--- src/unit_pkg.sv ---
// constants for the drive select and command port
package unit_pkg;
    localparam int SEL_W = 3;
    localparam logic [2:0] SEL_NONE = 3'h0;
    localparam int CMD_BITS = 17;
    localparam logic [4:0] LAST_BIT = 5'h10;
    localparam logic [4:0] CNT_ZERO = 5'h00;
    localparam logic [3:0] FUNC_REQ_STATUS = 4'h2;
    localparam logic [3:0] FUNC_REQ_CONFIG = 4'h3;
    localparam logic [3:0] FUNC_CONTROL = 4'h5;
    localparam logic [3:0] MOD_RESET = 4'h0;
    localparam int FUNC_HI = 15;
    localparam int FUNC_LO = 12;
    localparam int MOD_HI = 11;
    localparam int MOD_LO = 8;
endpackage
--- src/cmd_if.sv ---
// load, shift and data signals between the command port and its shift register
`timescale 1ns/1ns
interface cmd_if;
    logic load;
    logic [15:0] load_word;
    logic shift;
    logic bit_in;
    logic [15:0] word;
    logic bit_out;
    modport ctrl (output load, output load_word, output shift, output bit_in,
        input word, input bit_out);
    modport sreg (input load, input load_word, input shift, input bit_in,
        output word, output bit_out);
endinterface

--- src/cmd_shifter.sv ---
// sixteen-bit command shift register, upper byte first
`timescale 1ns/1ns
module cmd_shifter
(
    input wire logic clk, // system clock
    input wire logic rst, // synchronous reset
    cmd_if.sreg sr // load and shift controls
);
    logic [15:0] data_reg;
    logic [15:0] data_next;

    always_comb
    begin
        data_next = data_reg;
        if (sr.load)
        begin
            data_next = sr.load_word;
        end
        else if (sr.shift)
        begin
            data_next = {data_reg[14:0], sr.bit_in};
        end
    end

    always_ff @(posedge clk)
    begin
        if (rst)
        begin
            data_reg <= 16'h0000;
        end
        else
        begin
            data_reg <= data_next;
        end
    end

    assign sr.word = data_reg;
    assign sr.bit_out = data_reg[15];
endmodule

--- src/unit_cmd_port.sv ---
// drive select, gate control, serial command port and attention
`timescale 1ns/1ns
module unit_cmd_port
(
    input wire logic CLOCK, // system clock
    input wire logic RST, // synchronous reset, active high
    input wire logic [2:0] CONTROLLER_UNIT_SELECT, // select code from controller
    input wire logic [2:0] STRAPPED_UNIT_NUMBER, // strapped unit number
    input wire logic XFER_REQ, // controller bit valid
    input wire logic CMD_DATA, // serial command bit
    input wire logic READ_GATE_IN, // read gate request
    input wire logic WRITE_GATE_IN, // write gate request
    input wire logic WRITE_PROTECT, // write protect
    input wire logic CHANGE_OF_STATUS, // external status change
    input wire logic [15:0] REPLY_WORD, // data word from microcontroller
    input wire logic REPLY_LOAD, // pulse: load reply word
    output logic UNIT_SELECTED, // drive selected
    output logic XFER_ACK, // bit taken
    output logic REPLY_DATA, // serial reply bit
    output logic READ_GATE_OUT, // read gate to drive
    output logic WRITE_GATE_OUT, // write gate to drive
    output logic WRITE_FAULT_FLAG, // write fault
    output logic PARITY_ERROR, // parity error on last command
    output logic INTERFACE_FAULT, // handshake stopped early
    output logic ATTENTION_OUT, // attention to controller
    output logic CMD_READY, // pulse: command word valid
    output logic [7:0] CMD_UPPER, // upper command byte
    output logic [7:0] CMD_LOWER, // lower command byte
    output logic REPLY_WANTED // reply word awaited
);
    typedef enum logic [1:0] {
        ST_IDLE = 2'b00,
        ST_RECV = 2'b01,
        ST_WAIT = 2'b10,
        ST_SEND = 2'b11
    } port_e;

    cmd_if sif();
    cmd_shifter u_shift (.clk(CLOCK), .rst(RST), .sr(sif.sreg));

    port_e st_reg, st_next;
    logic [4:0] cnt_reg, cnt_next;
    logic par_reg, par_next;
    logic req_reg, req_next;
    logic sel_reg, sel_next;
    logic ack_reg, ack_next;
    logic rdo_reg, rdo_next;
    logic rg_reg, rg_next;
    logic wg_reg, wg_next;
    logic wf_reg, wf_next;
    logic pe_reg, pe_next;
    logic if_reg, if_next;
    logic att_reg, att_next;
    logic rdy_reg, rdy_next;
    logic want_reg, want_next;
    logic [7:0] up_reg, up_next;
    logic [7:0] lo_reg, lo_next;
    logic take;

    always_comb
    begin
        sel_next = (CONTROLLER_UNIT_SELECT == STRAPPED_UNIT_NUMBER)
            && (CONTROLLER_UNIT_SELECT != unit_pkg::SEL_NONE);
        rg_next = READ_GATE_IN;
        wg_next = WRITE_GATE_IN && !WRITE_PROTECT;
        take = XFER_REQ && !req_reg && sel_reg;
        st_next = st_reg;
        cnt_next = cnt_reg;
        par_next = par_reg;
        ack_next = XFER_REQ && sel_reg && (ack_reg || take);
        rdo_next = rdo_reg;
        pe_next = pe_reg;
        if_next = if_reg;
        rdy_next = 1'b0;
        want_next = want_reg;
        up_next = up_reg;
        lo_next = lo_reg;
        wf_next = wf_reg || (sel_reg && READ_GATE_IN && WRITE_GATE_IN);
        sif.load = 1'b0;
        sif.load_word = REPLY_WORD;
        sif.shift = 1'b0;
        sif.bit_in = CMD_DATA;
        case (st_reg)
            ST_IDLE, ST_RECV:
            begin
                if (!sel_reg && st_reg == ST_RECV)
                begin
                    if_next = 1'b1;
                    st_next = ST_IDLE;
                    cnt_next = unit_pkg::CNT_ZERO;
                    par_next = 1'b0; // a cut frame must not skew the next parity
                end
                else if (take)
                begin
                    par_next = par_reg ^ CMD_DATA;
                    if (cnt_reg == unit_pkg::LAST_BIT)
                    begin
                        pe_next = !(par_reg ^ CMD_DATA); // odd parity
                        cnt_next = unit_pkg::CNT_ZERO;
                        par_next = 1'b0;
                        st_next = ST_IDLE;
                        if (par_reg ^ CMD_DATA)
                        begin
                            up_next = sif.word[15:8];
                            lo_next = sif.word[7:0];
                            rdy_next = 1'b1;
                            if_next = 1'b0;
                            if (sif.word[unit_pkg::FUNC_HI:unit_pkg::FUNC_LO]
                                == unit_pkg::FUNC_CONTROL
                                && sif.word[unit_pkg::MOD_HI:unit_pkg::MOD_LO]
                                == unit_pkg::MOD_RESET)
                            begin
                                wf_next = sel_reg && READ_GATE_IN && WRITE_GATE_IN;
                            end
                            if (sif.word[unit_pkg::FUNC_HI:unit_pkg::FUNC_LO]
                                == unit_pkg::FUNC_REQ_STATUS
                                || sif.word[unit_pkg::FUNC_HI:unit_pkg::FUNC_LO]
                                == unit_pkg::FUNC_REQ_CONFIG)
                            begin
                                want_next = 1'b1;
                                st_next = ST_WAIT;
                            end
                        end
                    end
                    else
                    begin
                        sif.shift = 1'b1;
                        cnt_next = cnt_reg + 5'h01;
                        st_next = ST_RECV;
                    end
                end
            end
            ST_WAIT:
            begin
                if (REPLY_LOAD)
                begin
                    sif.load = 1'b1;
                    want_next = 1'b0;
                    par_next = 1'b1; // odd parity seed
                    rdo_next = REPLY_WORD[15];
                    st_next = ST_SEND;
                end
            end
            ST_SEND:
            begin
                if (!sel_reg)
                begin
                    if_next = 1'b1;
                    st_next = ST_IDLE;
                    cnt_next = unit_pkg::CNT_ZERO;
                    par_next = 1'b0;
                end
                else if (take)
                begin
                    if (cnt_reg == unit_pkg::LAST_BIT)
                    begin
                        cnt_next = unit_pkg::CNT_ZERO;
                        par_next = 1'b0;
                        st_next = ST_IDLE;
                    end
                    else
                    begin
                        par_next = par_reg ^ sif.bit_out;
                        sif.shift = 1'b1;
                        sif.bit_in = 1'b0;
                        cnt_next = cnt_reg + 5'h01;
                        rdo_next = (cnt_reg == 5'h0f) ? (par_reg ^ sif.bit_out)
                            : sif.word[14];
                    end
                end
            end
            default:
            begin
                st_next = ST_IDLE;
            end
        endcase
        att_next = wf_reg || pe_reg || if_reg || CHANGE_OF_STATUS;
    end

    always_ff @(posedge CLOCK)
    begin
        if (RST)
        begin
            st_reg <= ST_IDLE;
            cnt_reg <= 5'h00;
            par_reg <= 1'b0;
            req_reg <= 1'b0;
            sel_reg <= 1'b0;
            ack_reg <= 1'b0;
            rdo_reg <= 1'b0;
            rg_reg <= 1'b0;
            wg_reg <= 1'b0;
            wf_reg <= 1'b0;
            pe_reg <= 1'b0;
            if_reg <= 1'b0;
            att_reg <= 1'b0;
            rdy_reg <= 1'b0;
            want_reg <= 1'b0;
            up_reg <= 8'h00;
            lo_reg <= 8'h00;
        end
        else
        begin
            st_reg <= st_next;
            cnt_reg <= cnt_next;
            par_reg <= par_next;
            req_reg <= XFER_REQ;
            sel_reg <= sel_next;
            ack_reg <= ack_next;
            rdo_reg <= rdo_next;
            rg_reg <= rg_next;
            wg_reg <= wg_next;
            wf_reg <= wf_next;
            pe_reg <= pe_next;
            if_reg <= if_next;
            att_reg <= att_next;
            rdy_reg <= rdy_next;
            want_reg <= want_next;
            up_reg <= up_next;
            lo_reg <= lo_next;
        end
    end

    assign UNIT_SELECTED = sel_reg;
    assign XFER_ACK = ack_reg;
    assign REPLY_DATA = rdo_reg;
    assign READ_GATE_OUT = rg_reg;
    assign WRITE_GATE_OUT = wg_reg;
    assign WRITE_FAULT_FLAG = wf_reg;
    assign PARITY_ERROR = pe_reg;
    assign INTERFACE_FAULT = if_reg;
    assign ATTENTION_OUT = att_reg;
    assign CMD_READY = rdy_reg;
    assign CMD_UPPER = up_reg;
    assign CMD_LOWER = lo_reg;
    assign REPLY_WANTED = want_reg;
endmodule

--- config.mk ---
export PLATFORM = sky130hd
export DESIGN_NAME = unit_cmd_port
export DESIGN_NICKNAME = d
export VERILOG_FILES = /design/src/unit_pkg.sv /design/src/cmd_if.sv /design/src/cmd_shifter.sv /design/src/unit_cmd_port.sv
export SDC_FILE = /design/constraint.sdc
export NUM_CORES = 1
export LEC_CHECK = 0
export BUFFER_PORTS_ARGS = -buffer_cell sky130_fd_sc_hd__buf_2
export CORE_MARGIN = 5
export CORE_UTILIZATION = 48
export DETAILED_ROUTE_END_ITERATION = 12
export GPL_TIMING_DRIVEN = 0
export PLACE_DENSITY = 0.76
export SETUP_SLACK_MARGIN = 0.4
export SYNTH_ARGS = -nofsm -noshare
export SYNTH_HDL_FRONTEND = slang
export SYNTH_SLANG_ARGS = --single-unit
--- constraint.sdc ---
create_clock -name CLOCK -period 1.6 [get_ports CLOCK]
set_input_delay 0.32 -clock CLOCK [delete_from_list [all_inputs] [get_ports CLOCK]]
set_output_delay 0.32 -clock CLOCK [all_outputs]
set_load 0.03 [all_outputs]
### Word-level counts from Yosys, hierarchy flattened

Index checks and enable logic that the tools add are counted.

* register bits after elaboration: 52
* latch bits: 0
* memory bits (writable): 0
* ROM bits: 0
* output and inout port bits: 27
* word-level logic and storage cells: 147
* memories: 0

* $add $sub $neg: 1
* multipliers: 0
* div/mod/pow operators: 0
* magnitude comparators: 0
* eq/ne operators: 24
* shifts and indexed selects: 0
* multiplexer cells: 62
* bitwise operators: 6
* reductions and logical operators: 36

Operator list (count)
* $mux W1: 40
* $mux W16: 2
* $mux W5: 4
* $ne A2 B2 Y1 const B: 10
* $mux W2: 9
* $ne A3 B3 Y1 const B: 5
* $reduce_and A5 Y1: 3
* $logic_and A1 B1 Y1: 10
* $pmux W5 S2: 1
* $eq A4 B2 Y1 const B: 2
* $pmux W1 S2: 4
* $reduce_and A4 Y1: 2
* $reduce_bool A2 Y1: 4
* $reduce_and A7 Y1: 1
* $logic_or A1 B1 Y1: 6
* $pmux W2 S3: 1
* $add A5 B1 Y5 const B: 1
* $eq A5 B4 Y1 const B: 1
* $eq A5 B5 Y1 const B: 1
* $reduce_or A5 Y1: 1
* $eq A2 B2 Y1 const B: 2
* $eq A4 B3 Y1 const B: 1
* $logic_not A1 Y1: 4
* $logic_not A4 Y1: 1
* other kinds (9): 13

### Logic depth before layout (Yosys ltp)

Gate-level depths: netlist of run 1.

* depth in word-level cells: 9
* gate-level depth with buffers: 8
* mapped depth without buffers: 7

### By module

A second synthesis of run 1 with hierarchy kept.

* cell total of the unflattened synthesis: 240
* area, all modules: 2383.5 µm²

By module, submodules not included
* unit_cmd_port: times used 1, cells each 168, area an instance 1570.3 µm², seq. area each 720.7 µm²
* cmd_shifter: times used 1, cells each 72, area an instance 813.3 µm², seq. area each 320.3 µm²

### Least setup slack after synthesis of run 1

OpenSTA, ideal clock, no wires.

* kind: register to register
* start: register sel_reg (netlist: UNIT_SELECTED)
* end: register u_shift.data_reg[10] (netlist: u_shift.sr.word[10])
* library setup time: 0.141 ns
* data arrival time: 1.556 ns
* path slack: -0.097 ns
* stages on the path, launching flop included: 5
* clock period less this slack: 1.697 ns
* cell sequence: dfxtp_1 -> nand3b_2 -> o31ai_4 -> buf_2 -> a311oi_2

* word-level cells in the longest chain between the ends: 5
* elaborated cells on any way between the ends: 8

RTL lines
* start: declaration: RTL line unit_cmd_port.sv:45 `logic sel_reg, sel_next;`
* start signal: assignment: RTL line unit_cmd_port.sv:208 `sel_reg <= sel_next;`
* $logic_and A1 B1 Y1 / $logic_not A1 Y1 (equally long branches)
* $mux W1 / $logic_and A1 B1 Y1 (equally long branches): RTL line unit_cmd_port.sv:153, unit_cmd_port.sv:86
* $mux W1 (on tied branches): RTL line unit_cmd_port.sv:146, unit_cmd_port.sv:86
* $pmux W1 S2 *: RTL line unit_cmd_port.sv:83 `case (st_reg)`
* $reduce_bool A2 Y1 (no line) *
* end signal: assignment: RTL line cmd_shifter.sv:33 `data_reg <= data_next;`
* end: declaration: RTL line cmd_shifter.sv:9 `logic [15:0] data_reg;`

Mark *: on every way between the ends. The rest lies on a longest branch, timed or not.
A chain may end at the register's enable or synchronous reset.

### Worst setup path after layout of run 1

* start: register cnt_reg[1]
* end: register u_shift.data_reg[7] (netlist: u_shift.sr.word[7])

* word-level cells in the longest chain between the ends: 6
* elaborated cells on any way between the ends: 7

RTL lines
* start: declaration: RTL line unit_cmd_port.sv:42 `logic [4:0] cnt_reg, cnt_next;`
* start signal: assignment: RTL line unit_cmd_port.sv:205 `cnt_reg <= cnt_next;`
* $eq A5 B5 Y1 *: RTL line unit_cmd_port.sv:96, unit_cmd_port.sv:155
* $mux W1 *: RTL line unit_cmd_port.sv:96, unit_cmd_port.sv:155
* $mux W1 *: RTL line unit_cmd_port.sv:153 `else if (take)`
* $mux W1 (on tied branches): RTL line unit_cmd_port.sv:146, unit_cmd_port.sv:86
* $pmux W1 S2 *: RTL line unit_cmd_port.sv:83
* $reduce_bool A2 Y1 (no line) *

Marked as above.

==> flow_summary_export.csv, run 1 <==
group,metric,value,unit
outcome,outcome,"finished with violations",
outcome,failed_checks,"setup timing",
worst_setup_path,path_cells,"inv_2, ha_4, and4bb_4, o31ai_4, buf_6, buf_6, nor2_2, a311oi_1",
worst_setup_path,setup.worst_path.start_class,"flip-flop",
finish,fin_nets,386,
timing,fin_tns_setup,-0.651,ns
worst_setup_path,cp_max_fo,6,
worst_setup_path,cp.required,1.81,ns
timing,fmax,579,MHz
timing,finClkSkew,0.00564,ns
min_path,worstHoldPathType,"in2reg",
power_and_ir_drop,p_leak,1.36,nW
finish,largest_register_ffs,16,
global_routing,grt_pass1_vias,2305,
timing,fin_ws,-0.126,ns
die,die_area,6510,um2
route,drt-initial-drc-count,114,
finish,drive_gt1_frac,0.465,
clock_tree,ctsHoldBuffers,0,
timing,finalMaxSlewViolations,0,
finish,fin_util,0.731,
clock_tree,numCtsBuffers,5,
die,start_util,0.501,
yosys,synth_edf_count,0,
power_and_ir_drop,pwr_density_cell,686,nW/um2
clock_tree,cts_root_buffer,"clkbuf_8",
finish,instances_no_fill,420,
route,antenna_left,0,
timing,finalSetupViolCount,12,
yosys,yosys_warnings,0,
worst_setup_path,cpMostUsedCell,"buf_6",
route,drt-total-wl,7320,um
clock_tree,cts_tree,"done",
yosys,yosysTopAreaCell,"dfxtp_1",
global_routing,overflow,0,
placed_design,pre_cts_ws,-0.136,ns
route,vias,2332,
global_routing,grt_pass1_wl,10800,um
yosys,synthTopCellsByArea,"dfxtp_1, mux2i_1, nor2_1",
yosys,syn_avg_cell_area,9.19,um2
worst_setup_path,cp_data_arrival_time,1.94,ns
yosys,synth_cell_types,48,
placed_design,dpl.cell_count,385,
finish,syn_to_final_growth,45.9,%
yosys,yosys_most_used_dff,"dfxtp_1",
placed_design,place_hpwl,4200,um
clock_tree,clock-sinks,52,
clock_tree,h-tree-depth,2,
yosys,syn_nets,295,
power_and_ir_drop,vdd_drop_max,0.000644,V
clock_tree,clockBufferDepth,2,
timing,worst_pin_slew,0.631,ns
finish,n_antenna_cell,0,
placed_design,numPortBuffers,57,
run,max_cap_viol_count,0,
route,drt-pass1-iter-count,7,
worst_setup_path,cpMaxStageDelayCell,"dfxtp_2",
die,die_w,80.7,um
die,die-height,80.7,um
power_and_ir_drop,finalPower,2.40,mW
worst_setup_path,cpPeakStageDelay,0.36,ns
yosys,ys_ff_latch,52,
worst_setup_path,ff2ff_setup_slack,-0.13,ns
yosys,synth_area,2400,um2
die,row_count,25,
worst_setup_path,crit_type,"reg2reg",
global_routing,track_usage,0.215,
route,via_per_inst,5.55,
route,avgRoutedWirePerCell,17.4,um
yosys,seq_area_frac_synth,0.434,
timing,period_share,1.08,
timing,slew_headroom,0.579,
yosys,netlist.area_leader.share,0.434,
timing,final_hold_viol_count,0,
global_routing,antenna_found_initial,0,
yosys,syn_inst,261,
clock_tree,clk_pin_slew,0.09,ns
worst_setup_path,endpoint_kind,"flip-flop",
die,core-area,4790,um2
yosys,async_flop_share,0,
timing,grt_setup_unrepaired,"yes",
placed_design,gp_congestion,0.883,
route,remaining_drc_errors,0,
clock_tree,clk_latency,0.31,ns
die,ios,58,
timing,final.min_clock_period,1.73,ns
global_routing,grt_start_max_net_pins,17,
critical path: cells and delay by family (launching register included):
family | cells | cell delay (ns)
adder cells (fa/ha/maj) | 1 | 0.16
AO/OA/AOI/OAI | 2 | 0.50
buffers and inverters | 3 | 0.33
flip-flops | 1 | 0.36
AND/OR/NAND/NOR | 2 | 0.28
metal layers:
metal	global-route usage	part of all wire	wire length, um
met1	0.259	0.41	3040
met2	0.372	0.49	3590
met3	0.0471	0.068	496
met4	0.0845	0.026	193
met5	0	0	0
final timing paths:
| path | from | to | cells after the start |
|---|---|---|---|
| max | cnt_reg[1] | u_shift.sr.word[7] | 8 |
| min | WRITE_PROTECT | WRITE_GATE_OUT | 2 |
| max reg2reg | cnt_reg[1] | u_shift.sr.word[7] | 8 |
| min reg2reg | req_reg | XFER_ACK | 1 |
synthesized netlist by cell type (4+ instances only):
master and n:
nand2b_1 4, a31oi_1 4, inv_1 8, nand3_1 17, nand2_1 19, a211oi_1 6, nor2_1 42, buf_2 6
a311oi_1 5, mux2i_1 19, clkbuf_1 8, o21ai_0 5, a21oi_1 14, dfxtp_1 52, a311oi_2 6, nor2b_1 4
timing repair:
item                                   CTS  global route
buffers inserted                        15            10
gates resized for setup                 44            36
gates cloned                             2             0
pin swaps                               16            15
endpoints found under the hold margin    0             0
setup endpoints to repair               51            58
cells by family after synthesis:
logic type                 Yosys count  share of synthesized area
and+or+nand+nor                    103                      0.215
DFF                                 52                      0.434
AOI/OAI and AO/OA                   55                      0.186
adders and majority gates            3                     0.0157
buffers and inverters               25                     0.0553
muxes                               19                     0.0793
xor gates and xnor gates             4                     0.0146
per-stage QoR:
step	hold WS [ns]	area, um2
6_report	0.158	3500
5_1_grt	0.159	3500
4_1_cts	0.163	3330
3_5_place_dp	0.448	2890
3_3_place_gp	0.430	2890
2_1_floorplan	0.396	2520
where the power goes:
part           internal [mW]  total (mW)  switching [mW]
combinational          0.104       0.234           0.130
sequential              1.31        1.33          0.0205
clock                  0.400       0.837           0.437
total                   1.81        2.40           0.587
layout make-up:
type / count / area, um2
clock buffers: 6 / 93.8
repair buffers: 84 / 583
inverters: 8 / 30.0
flip-flops and latches: 52 / 1060
plain buffers: 17 / 138
fillers: 322 / 1290
multi-input cells: 184 / 1500
clock inverters: 2 / 12.5
well taps: 67 / 83.8
placed cells by master (no fill, tap or decap), types with 2 or more instances in the layout:
cell type  instances
nand3_1           16
clkbuf_4           2
dfxtp_4            3
inv_1              6
a311oi_1           3
clkbuf_1           4
a21oi_1           10
nand2b_1           3
dfxtp_2            7
a211oi_1           5
clkbuf_2           3
clkbuf_8           6
nor2_4             6
buf_2             49
a31oi_1            4
inv_2              2
nand2_1           18
nor2b_1            3
nor2_1            33
o21ai_1            2
buf_6             13
nand3b_1           2
nor2_2             3
ha_4               3
dfxtp_1           42
a311oi_2           8
mux2i_1           19
o21ai_2            2
a21oi_2            4
buf_4             25
xnor2_1            2
o21ai_0            2
buf_12             2
(Power assumes the default switching activity.)
==> run 2: changes to the inputs <==
--- a/config.mk
+++ b/config.mk
@@ -6,7 +6,6 @@
 export NUM_CORES = 1
 export LEC_CHECK = 0
 export BUFFER_PORTS_ARGS = -buffer_cell sky130_fd_sc_hd__buf_2
-export CORE_MARGIN = 5
 export CORE_UTILIZATION = 48
 export DETAILED_ROUTE_END_ITERATION = 12
 export GPL_TIMING_DRIVEN = 0
==> run 2 against run 1 <==
  * The run still ends with setup timing left
  * Core utilization fell by 0.39 points
  * Power fell by 0.50%
  * Clock-buffer cell count rose by 1
  * Critical path depth fell by 1
  * Sequential share of layout area rose by 0.29 points
  * Register-to-register slack improved by 0.07 ns
  * Largest cell class unchanged
==> flow_summary_export.csv, run 2 (same netlist as run 1, synthesis figures left out) <==
group,metric,value,unit
placed_design,numPortBuffers,57,
finish,instances_no_fill,418,
timing,finalSetupViolCount,11,
worst_setup_path,reg2reg_from,"cnt_reg[0]",
worst_setup_path,ff2ff_setup_slack,-0.05,ns
power_and_ir_drop,vdd_drop_max,0.000532,V
min_path,min-delay-start,"WRITE_PROTECT",
finish,fin_nets,384,
timing,fin_tns_setup,-0.270,ns
timing,finalMaxSlewViolations,0,
power_and_ir_drop,pwr_density_cell,691,nW/um2
die,core-area,4750,um2
finish,fin_area,3460,um2
finish,syn_to_final_growth,44.2,%
die,start_util,0.504,
die,die-height,72.7,um
worst_setup_path,setup.worst_path.start_class,"flip-flop",
route,avgRoutedWirePerCell,15.9,um
finish,drive_gt1_frac,0.439,
outcome,failed_checks,"setup timing",
placed_design,dpl.cell_count,385,
route,drt-pass1-iter-count,4,
clock_tree,clk_pin_slew,0.09,ns
finish,n_antenna_cell,0,
die,die_w,72.7,um
min_path,worstHoldPathType,"in2reg",
placed_design,dpl_cell_area,2890,um2
clock_tree,cts_tree,"done",
global_routing,grt_pass1_wl,9720,um
placed_design,place_hpwl,4090,um
run,max_cap_viol_count,0,
power_and_ir_drop,p_leak,1.32,nW
timing,worst_pin_slew,0.641,ns
global_routing,overflow,0,
die,row_count,25,
timing,final_hold_viol_count,0,
die,ios,58,
die,die_area,5280,um2
timing,finClkSkew,0.00654,ns
timing,final.min_clock_period,1.65,ns
timing,period_share,1.03,
route,drt-total-wl,6630,um
worst_setup_path,cp.required,1.83,ns
route,remaining_drc_errors,0,
worst_setup_path,crit_type,"reg2reg",
clock_tree,clock-sinks,52,
finish,final_cell_mix,"dfxtp_1, buf_2, nor2_1",
clock_tree,clockBufferDepth,2,
placed_design,gp_congestion,0.884,
route,drt-initial-drc-count,134,
finish,largest_register_ffs,16,
outcome,outcome,"finished with violations",
clock_tree,clk_latency,0.31,ns
clock_tree,h-tree-depth,2,
timing,fin_ws,-0.0529,ns
global_routing,antenna_found_initial,0,
worst_setup_path,endpoint_kind,"flip-flop",
worst_setup_path,cp-startpoint,"cnt_reg[0]",
power_and_ir_drop,finalPower,2.39,mW
worst_setup_path,cp_max_fo,5,
timing,grt_setup_unrepaired,"yes",
finish,final_common_cell,"dfxtp_1",
global_routing,track_usage,0.243,
timing,slew_headroom,0.572,
route,vias,2301,
clock_tree,cts_root_buffer,"clkbuf_8",
clock_tree,numCtsBuffers,5,
timing,fmax,605,MHz
worst_setup_path,cp_data_arrival_time,1.88,ns
global_routing,grt_pass1_vias,2027,
route,via_per_inst,5.50,
route,antenna_left,0,
global_routing,grt_start_max_net_pins,16,
run 2: changes by cell type in the layout (fill, tap and decap cells not counted), sizes merged:
cell / change
buf: -9
clkbuf: +8
clkinvlp: -1
run 2: stage by stage:
| stage | setup WS (ns) | utilization | hold WS (ns) |
|---|---|---|---|
| after floorplan | 0.0510 | - | 0.396 |
| after global placement | -0.0960 | 0.607 | 0.430 |
| after detailed placement | -0.124 | 0.607 | 0.439 |
| after CTS | -0.0449 | 0.664 | 0.156 |
| after global routing | -0.130 | 0.727 | 0.146 |
| final | -0.0529 | 0.727 | 0.160 |
run 2: final timing paths:
kind | to | depth (start not counted)
max | u_shift.sr.word[12] | 7
min | WRITE_GATE_OUT | 2
max reg2reg | u_shift.sr.word[12] | 7
min reg2reg | XFER_ACK | 1
run 2: per-layer routing:
layer	GRT usage	vias up	share of wire
met1	0.319	1072	0.42
met5	0	-	0
met4	0.0719	0	0.021
li1	-	1110	-
met2	0.397	98	0.49
met3	0.0580	21	0.072
run 2: power breakdown:
group	switching, mW	total (mW)	leakage (nW)	internal, mW
sequential	0.0180	1.33	0.426	1.31
combinational	0.122	0.221	0.843	0.0982
clock	0.437	0.840	0.0534	0.402
run 2: what timing repair did:
action | CTS | global route
buffers inserted | 11 | 12
resized for setup | 21 | 57
hold buffers | 0 | 0
pin swaps | 11 | 5
endpoints found under the setup margin | 51 | 65
cloned | 1 | 1
run 2: final cells by class:
class	count	area (um2)
tap	67	83.8
clock inverter	1	5.00
multi-input combinational	184	1470
fill	353	1300
clock buffer	7	97.6
timing repair buffer	82	584
inverter	8	30.0
buffer	17	131
sequential	52	1060
run 2: worst max-delay path, cell delays in order (launching register included):
cell      delay [ns]
dfxtp_2         0.35
inv_2           0.05
ha_4            0.16
and4bb_4        0.22
o31ai_4         0.34
buf_6           0.21
nor2_4          0.04
a311oi_2        0.20
